$ cat src/verilog/clc_pkg.sv
// Package with register map, field layout and mode codes of the logic cell.
// Behaviour
// - Mode bits 2:0 of low control: 000 AND-OR, 001 OR-XOR, 010 AND.
// - Mode 100 makes a one-input D flip-flop with set and reset.
// - Mode 101 makes a two-input D flip-flop with reset.
// - Mode 110 makes a JK flip-flop with reset.
// - Mode 111 makes a one-input transparent latch with set and reset.
// - High control bit 0 set inverts channel 1, clear passes it.
// - High control bit 1 set inverts channel 2, clear passes it.
// - High control bit 2 set inverts channel 3, clear passes it.
// - High control bit 3 set inverts channel 4, clear passes it.
// - High control bits 15 to 4 read zero and ignore writes.
package clc_pkg;
  localparam int unsigned ADDR_W = 4;
  localparam int unsigned DATA_W = 16;
  localparam logic [ADDR_W-1:0] CTRL_LOW_ADDR = 4'h0;
  localparam logic [ADDR_W-1:0] CTRL_HIGH_ADDR = 4'h4;
  localparam logic [ADDR_W-1:0] STATUS_ADDR = 4'h8;
  localparam logic [DATA_W-1:0] CTRL_LOW_RESET = 16'h0000;
  localparam logic [DATA_W-1:0] CTRL_HIGH_RESET = 16'h0000;
  localparam logic [DATA_W-1:0] CTRL_HIGH_MASK = 16'h000F;
  localparam logic [DATA_W-1:0] READ_ZERO = 16'h0000;
  localparam int unsigned MODE_LSB = 0;
  localparam int unsigned MODE_W = 3;
  localparam int unsigned INV_W = 4;
  localparam int unsigned INV_LSB = 0;
  localparam int unsigned CH1 = 0;
  localparam int unsigned CH2 = 1;
  localparam int unsigned CH3 = 2;
  localparam int unsigned CH4 = 3;
  localparam int unsigned STATE_BIT = 0;

  typedef enum logic [2:0] {
    CLC_AND_OR = 3'b000,
    CLC_OR_XOR = 3'b001,
    CLC_AND4 = 3'b010,
    CLC_SR_LATCH = 3'b011,
    CLC_DFF_SR = 3'b100,
    CLC_DFF2_R = 3'b101,
    CLC_JKFF_R = 3'b110,
    CLC_DLATCH_SR = 3'b111
  } clc_mode_t;
endpackage : clc_pkg

$ cat src/verilog/clc_core.sv
// Configurable logic cell with polarity control and register port.
`timescale 1ns/1ps
module clc_core
  import clc_pkg::*;
(
  input wire logic clock_in,
  input wire logic arst_n_in,
  input wire logic [ADDR_W-1:0] addr_in,
  input wire logic [DATA_W-1:0] wdata_in,
  input wire logic wr_in,
  input wire logic rd_in,
  input wire logic [INV_W-1:0] gate_in,
  output logic [DATA_W-1:0] rdata_out,
  output logic cell_out
);
  // Stored state of the block: control words, read data, cell state and edge history.
  logic [DATA_W-1:0] ctrl_low_q;
  logic [DATA_W-1:0] ctrl_low_d;
  logic [DATA_W-1:0] ctrl_high_q;
  logic [DATA_W-1:0] ctrl_high_d;
  logic [DATA_W-1:0] rdata_q;
  logic [DATA_W-1:0] rdata_d;
  logic state_q;
  logic state_d;
  logic clk_prev_q;
  logic clk_prev_d;
  logic out_q;
  logic out_d;

  // Decoded strobes, adjusted channels and the role that each channel plays.
  logic wr_low;
  logic wr_high;
  logic rd_low;
  logic rd_high;
  logic rd_status;
  logic [INV_W-1:0] g;
  clc_mode_t mode;
  logic comb_val;
  logic rise;
  logic latch_en;
  logic ff_data;
  logic ff_data_pair;
  logic ff_set;
  logic ff_rst;
  logic jk_j;
  logic jk_k;
  logic sr_set;
  logic sr_rst;

  // Channel roles per mode; reset always wins over set, and all updates are
  // taken on the rising edge of clock_in, so the latches are sampled versions.
  //   AND-OR       : (ch1 and ch2) or (ch3 and ch4).
  //   OR-XOR       : (ch1 or ch2) xor (ch3 or ch4).
  //   AND          : ch1 and ch2 and ch3 and ch4.
  //   SR latch     : set is ch1 or ch2, reset is ch3 or ch4.
  //   D flip-flop  : clock is ch1 rising, data ch2, set ch3, reset ch4.
  //   Two-input D  : clock is ch1 rising, data ch2 and ch3, reset ch4.
  //   JK flip-flop : clock is ch1 rising, J ch2, K ch3, reset ch4.
  //   D latch      : enable is ch1 high, data ch2, set ch3, reset ch4.
  // A channel that a mode does not list is ignored by that mode.
  // A rising edge is ch1 high now after being low at the previous clock edge.

  // Matches one register strobe against one register address.
  function automatic logic reg_hit(
    input logic strobe,
    input logic [ADDR_W-1:0] addr,
    input logic [ADDR_W-1:0] target
  );
    return strobe && (addr == target);
  endfunction : reg_hit

  // Applies one polarity bit to one gate channel.
  function automatic logic apply_pol(
    input logic raw,
    input logic invert
  );
    return raw ^ invert;
  endfunction : apply_pol

  // Tells the combinational modes apart from the stored ones.
  function automatic logic is_comb_mode(
    input clc_mode_t m
  );
    logic result;
    result = 1'b0;
    case (m)
      CLC_AND_OR: begin
        result = 1'b1;
      end
      CLC_OR_XOR: begin
        result = 1'b1;
      end
      CLC_AND4: begin
        result = 1'b1;
      end
      default: begin
        result = 1'b0;
      end
    endcase
    return result;
  endfunction : is_comb_mode

  // Evaluates the three gate functions; stored modes give zero here.
  function automatic logic comb_eval(
    input clc_mode_t m,
    input logic [INV_W-1:0] gv
  );
    logic result;
    result = 1'b0;
    case (m)
      CLC_AND_OR: begin
        result = (gv[CH1] & gv[CH2]) | (gv[CH3] & gv[CH4]);
      end
      CLC_OR_XOR: begin
        result = (gv[CH1] | gv[CH2]) ^ (gv[CH3] | gv[CH4]);
      end
      CLC_AND4: begin
        result = &gv;
      end
      default: begin
        result = 1'b0;
      end
    endcase
    return result;
  endfunction : comb_eval

  // Next JK state: hold, set, clear or toggle.
  function automatic logic jk_next(
    input logic j,
    input logic k,
    input logic q
  );
    logic result;
    result = q;
    if (j && k) begin
      result = ~q;
    end else if (j) begin
      result = 1'b1;
    end else if (k) begin
      result = 1'b0;
    end
    return result;
  endfunction : jk_next

  // Address decoding of the two strobes.
  assign wr_low = reg_hit(wr_in, addr_in, CTRL_LOW_ADDR);
  assign wr_high = reg_hit(wr_in, addr_in, CTRL_HIGH_ADDR);
  assign rd_low = reg_hit(rd_in, addr_in, CTRL_LOW_ADDR);
  assign rd_high = reg_hit(rd_in, addr_in, CTRL_HIGH_ADDR);
  assign rd_status = reg_hit(rd_in, addr_in, STATUS_ADDR);

  // Control words; only the four polarity bits of the high word can be stored.
  always_comb begin
    ctrl_low_d = ctrl_low_q;
    ctrl_high_d = ctrl_high_q;
    if (wr_low) begin
      ctrl_low_d = wdata_in;
    end else if (wr_high) begin
      ctrl_high_d = wdata_in & CTRL_HIGH_MASK;
    end
  end

  always_ff @(posedge clock_in or negedge arst_n_in) begin
    if (!arst_n_in) begin
      ctrl_low_q <= CTRL_LOW_RESET;
      ctrl_high_q <= CTRL_HIGH_RESET;
    end else begin
      ctrl_low_q <= ctrl_low_d;
      ctrl_high_q <= ctrl_high_d;
    end
  end

  // Read data stand for the one cycle after the read strobe, zero otherwise.
  always_comb begin
    rdata_d = READ_ZERO;
    if (rd_low) begin
      rdata_d = ctrl_low_q;
    end else if (rd_high) begin
      rdata_d = ctrl_high_q & CTRL_HIGH_MASK;
    end else if (rd_status) begin
      rdata_d[STATE_BIT] = state_q;
    end
  end

  always_ff @(posedge clock_in or negedge arst_n_in) begin
    if (!arst_n_in) begin
      rdata_q <= READ_ZERO;
    end else begin
      rdata_q <= rdata_d;
    end
  end

  assign rdata_out = rdata_q;

  // Each channel passes through its own polarity bit.
  // A set polarity bit inverts the channel and a clear one passes it.
  assign g[CH1] = apply_pol(gate_in[CH1], ctrl_high_q[INV_LSB + CH1]);
  assign g[CH2] = apply_pol(gate_in[CH2], ctrl_high_q[INV_LSB + CH2]);
  assign g[CH3] = apply_pol(gate_in[CH3], ctrl_high_q[INV_LSB + CH3]);
  assign g[CH4] = apply_pol(gate_in[CH4], ctrl_high_q[INV_LSB + CH4]);

  // The mode field sits in the lowest bits of the low control word.
  assign mode = clc_mode_t'(ctrl_low_q[MODE_LSB +: MODE_W]);

  // Role signals, fixed for every mode as listed above.
  assign latch_en = g[CH1];
  assign ff_data = g[CH2];
  assign ff_data_pair = g[CH2] & g[CH3];
  assign ff_set = g[CH3];
  assign ff_rst = g[CH4];
  assign jk_j = g[CH2];
  assign jk_k = g[CH3];
  assign sr_set = g[CH1] | g[CH2];
  assign sr_rst = g[CH3] | g[CH4];

  // Edge history of channel 1, which clocks the flip-flop modes.
  always_comb begin
    clk_prev_d = g[CH1];
  end

  always_ff @(posedge clock_in or negedge arst_n_in) begin
    if (!arst_n_in) begin
      clk_prev_q <= 1'b0;
    end else begin
      clk_prev_q <= clk_prev_d;
    end
  end

  assign rise = g[CH1] & ~clk_prev_q;

  // Next state of the stored modes; reset is tested first so that it wins.
  // The combinational modes leave the state as it is.
  always_comb begin
    state_d = state_q;
    case (mode)
      CLC_SR_LATCH: begin
        if (sr_rst) begin
          state_d = 1'b0;
        end else if (sr_set) begin
          state_d = 1'b1;
        end
      end
      CLC_DFF_SR: begin
        if (ff_rst) begin
          state_d = 1'b0;
        end else if (ff_set) begin
          state_d = 1'b1;
        end else if (rise) begin
          state_d = ff_data;
        end
      end
      CLC_DFF2_R: begin
        if (ff_rst) begin
          state_d = 1'b0;
        end else if (rise) begin
          state_d = ff_data_pair;
        end
      end
      CLC_JKFF_R: begin
        if (ff_rst) begin
          state_d = 1'b0;
        end else if (rise) begin
          state_d = jk_next(jk_j, jk_k, state_q);
        end
      end
      CLC_DLATCH_SR: begin
        if (ff_rst) begin
          state_d = 1'b0;
        end else if (ff_set) begin
          state_d = 1'b1;
        end else if (latch_en) begin
          state_d = ff_data;
        end
      end
      default: begin
        state_d = state_q;
      end
    endcase
  end

  always_ff @(posedge clock_in or negedge arst_n_in) begin
    if (!arst_n_in) begin
      state_q <= 1'b0;
    end else begin
      state_q <= state_d;
    end
  end

  // The output is registered, so the gate functions appear one cycle after
  // their inputs while the stored modes show the state just taken.
  always_comb begin
    comb_val = comb_eval(mode, g);
    out_d = is_comb_mode(mode) ? comb_val : state_d;
  end

  always_ff @(posedge clock_in or negedge arst_n_in) begin
    if (!arst_n_in) begin
      out_q <= 1'b0;
    end else begin
      out_q <= out_d;
    end
  end

  // Every data output comes straight from a flip-flop.
  assign cell_out = out_q;
endmodule : clc_core

$ cat config.mk
export PLATFORM = sky130hd
export DESIGN_NAME = clc_core
export DESIGN_NICKNAME = d
export VERILOG_FILES = /design/src/verilog/clc_pkg.sv /design/src/verilog/clc_core.sv
export SDC_FILE = /design/constraint.sdc
export NUM_CORES = 1
export LEC_CHECK = 0
export CAP_MARGIN = 20
export CORE_UTILIZATION = 60
export DETAILED_ROUTE_END_ITERATION = 7
export DONT_BUFFER_PORTS = 1
export PLACE_DENSITY_LB_ADDON = 0.15
export SLEW_MARGIN = 20
export SYNTH_ARGS = -nofsm -noshare
export SYNTH_HDL_FRONTEND = slang
export SYNTH_SLANG_ARGS = --single-unit
$ cat constraint.sdc
create_clock -name clock_in -period 1.8 [get_ports clock_in]
set_input_delay 0.36 -clock clock_in [delete_from_list [all_inputs] [get_ports clock_in]]
set_output_delay 0.36 -clock clock_in [all_outputs]
set_load 0.05 [all_outputs]
==> results.json <==
{
  "dpl_worst_slack_ps": 14.4,
  "pwr-share-comb": 0.195,
  "wl_met3_um": 236,
  "p_leak_nw": 0.840,
  "rsz0062_at_grt": "no",
  "synthesis.nets": 159,
  "io_pins": 45,
  "synth.area.top_cells": "dfrtp_1 (59%), mux2_2 (13%), and2_1 (4.6%), mux2i_1 (3.0%), o21ai_0 (2.1%)",
  "drt_first_iter_violations": 16,
  "grt_max_degree": 40,
  "wl_um": 3110,
  "setup_viol": 0,
  "clkLatencyLatePin_ps": 340,
  "cts_buffers": 5,
  "period_share": 0.952,
  "synth_area_leader_cell": "dfrtp_1",
  "worst_pin_slew_ps": 471,
  "crit_fanout": 6,
  "post_cts_buffers": 0,
  "highest-signal-layer": "met4",
  "drive_gt1_frac": 0.261,
  "grt_pass1_vias": 1016,
  "drv_cap": 0,
  "syn-instance-count": 131,
  "antenna_found_initial": 0,
  "synth-edff-count": 0,
  "final_antenna_net_count": 0,
  "p_int_w": 0.00141,
  "fmax_ghz": 0.583,
  "critical_path_class": "reg2reg",
  "cts_sinks": 39,
  "switchingPower_w": 0.000646,
  "synth-seq-cells": 39,
  "hpwl_um": 2230,
  "clk_pin_slew_worst_paths_ps": 110,
  "h-tree-depth": 2,
  "worst-endpoint-required_ps": 2000,
  "routed_via_density": 6.12,
  "slowest_stage": "dfrtp_1",
  "io_buffers": 0,
  "postSynthAreaPerCell_um2": 12.6,
  "power.share.clock": 0.222,
  "wl_met2_um": 1560,
  "swShare": 0.314,
  "power_w": 0.00206,
  "cts_tree": "done",
  "hold_class": "in2reg",
  "die_h_um": 54.4,
  "ys.flop_type": "dfrtp_1",
  "initial_utilization": 0.647,
  "drt-met1-wl_um": 1280,
  "synth_common_cells": "dfrtp_1 (39), mux2_2 (19), and2_1 (12)",
  "antenna_cells": 0,
  "p_seq_frac": 0.583,
  "relSlewSlack": 0.686,
  "route.detailed.drc": 0,
  "skew_ps": 10.6,
  "drv_slew": 0,
  "status": "finished, final reports clean",
  "cp.arrival_ps": 1910,
  "yosysMostFrequentCell": "dfrtp_1",
  "die_x_um": 54.4,
  "clk_path_buf_depth": 2,
  "vias": 1053,
  "grt-ovfl-total": 0,
  "synth_cell_types": 29,
  "yosysTopAreaCellShare": 0.592,
  "pwr_density_cell_nw_per_um2": 1140,
  "fin_tns_setup_ps": 0,
  "nNetsFinal": 170,
  "setup_slack_ps": 86.1,
  "yosys_warnings": 0,
  "critPathMaxStageDelay_ps": 470,
  "hold_viol": 0,
  "area_delta_synth_final_pct": 9.80,
  "yosysSeqAreaShare": 0.592,
  "endpoint_kind": "register",
  "crit_chain": "xnor2_2 > nand2_1 > nor4bb_1 > nor4_1 > o311ai_1",
  "fin_crit_ps": 1710,
  "grt_usage": 0.248,
  "synthArstFlopShare": 1.00,
  "firstDrtPassIters": 4,
  "crit_path_start_kind": "register",
  "gp_congestion": 0.892,
  "syn_area_um2": 1650,
  "grt_pass1_wl_um": 4840,
  "wl_per_cell_um": 18.1,
  "cts-root-buf": "clkbuf_4",
  "core.rowCount": 18,
  "die-area_um2": 2960,
  "max-vdd-ir-drop_v": 0.000885,
  "core_um2": 2540
}
==> logic make-up (layout without fill, tap and decap cells) <==
kind of cell,Yosys count,count (layout),share of synthesized area
flops,39,39,0.592
buf+inv,7,18,0.0190
simple gates,38,38,0.128
mux,24,24,0.160
xor+xnor,6,6,0.0365
compound gates,17,17,0.0645
==> worst paths after layout <==
path                                       startpoint                   endpoint  slack, ps  cells after the start
setup / recovery           ctrl_high_q[2]$_DFFE_PN0P_         cell_out$_DFF_PN0_         90                      5
hold / removal                            wdata_in[0]  ctrl_low_q[0]$_DFFE_PN0P_        130                      2
setup reg to reg           ctrl_high_q[2]$_DFFE_PN0P_         cell_out$_DFF_PN0_         90                      5
hold reg to reg             ctrl_low_q[5]$_DFFE_PN0P_     rdata_out[5]$_DFF_PN0_        490                      1
max in group asynchronous                   arst_n_in     rdata_out[1]$_DFF_PN0_       1110                      2
min in group asynchronous                   arst_n_in  ctrl_low_q[7]$_DFFE_PN0P_        500                      2
==> registers in the layout (all words and copies together), names as in the netlist <==
register	cells
ctrl_low_q	16
ctrl_high_q	4
rdata_out	16
clk_prev_q	1
state_q	1
cell_out	1
==> power by group through the flow <==
stage               registers [W]  clock network [W]  logic, W
finish                    0.00120           0.000457  0.000401
detailed placement        0.00121                  0  0.000366
floorplan                 0.00117                  0  0.000299
global placement          0.00120                  0  0.000344
CTS                       0.00119           0.000479  0.000396
global route              0.00122           0.000508  0.000441
==> area by class of cell <==
class / instances / area [um2]
clock buffers: 6 / 51.3
clock inverters: 1 / 8.76
fillers: 189 / 736
inverters: 3 / 11.3
multi-input cells: 85 / 649
flip-flops and latches: 39 / 976
well taps: 30 / 37.5
repair buffers: 8 / 75.1
==> through the flow <==
step / utilization / hold slack, ps / std cells / instance area (um2)
after global routing: 0.711 / 135 / 172 / 1810
after global placement: 0.672 / 65.1 / 163 / 1710
after floorplan: - / 64.4 / 131 / 1650
after detailed placement: 0.672 / 65.1 / 163 / 1710
final: 0.711 / 130 / 172 / 1810
after CTS: 0.710 / 117 / 172 / 1810
==> routing by layer <==
layer,track usage,vias up
li1,-,478
met1,0.299,526
met2,0.390,45
met3,0.106,4
met4,0.103,0
met5,0,-
==> placed cells by master, fill, tap and decap left out, drive strengths merged, types with 2 or more instances in the layout <==
cell / Yosys / routed
nor2: 7 / 7
nor4: 2 / 2
nor3: 3 / 3
and2: 12 / 12
dfrtp: 39 / 39
inv: 3 / 4
o21ai: 7 / 7
a31oi: 2 / 2
clkbuf: 2 / 6
a21oi: 2 / 2
and3: 2 / 2
mux2i: 5 / 5
buf: 2 / 7
xor2: 2 / 2
nand2: 8 / 8
xnor2: 4 / 4
nand3b: 2 / 2
o31ai: 2 / 2
mux2: 19 / 19
==> critical path: cells and delay by family, from the launching register on <==
| family | cells | cell delay [ps] |
|---|---|---|
| AO/OA/AOI/OAI | 1 | 160 |
| XOR/XNOR | 1 | 320 |
| flip-flops | 1 | 470 |
| AND/OR/NAND/NOR | 3 | 630 |
==> timing repair <==
item	in CTS	in global routing
hold buffers	2	0
endpoints found under the hold margin	39	0
resized for setup	1	1
pin swaps	0	0
setup endpoints to repair	1	1
Power figures use the tool's default switching activity.
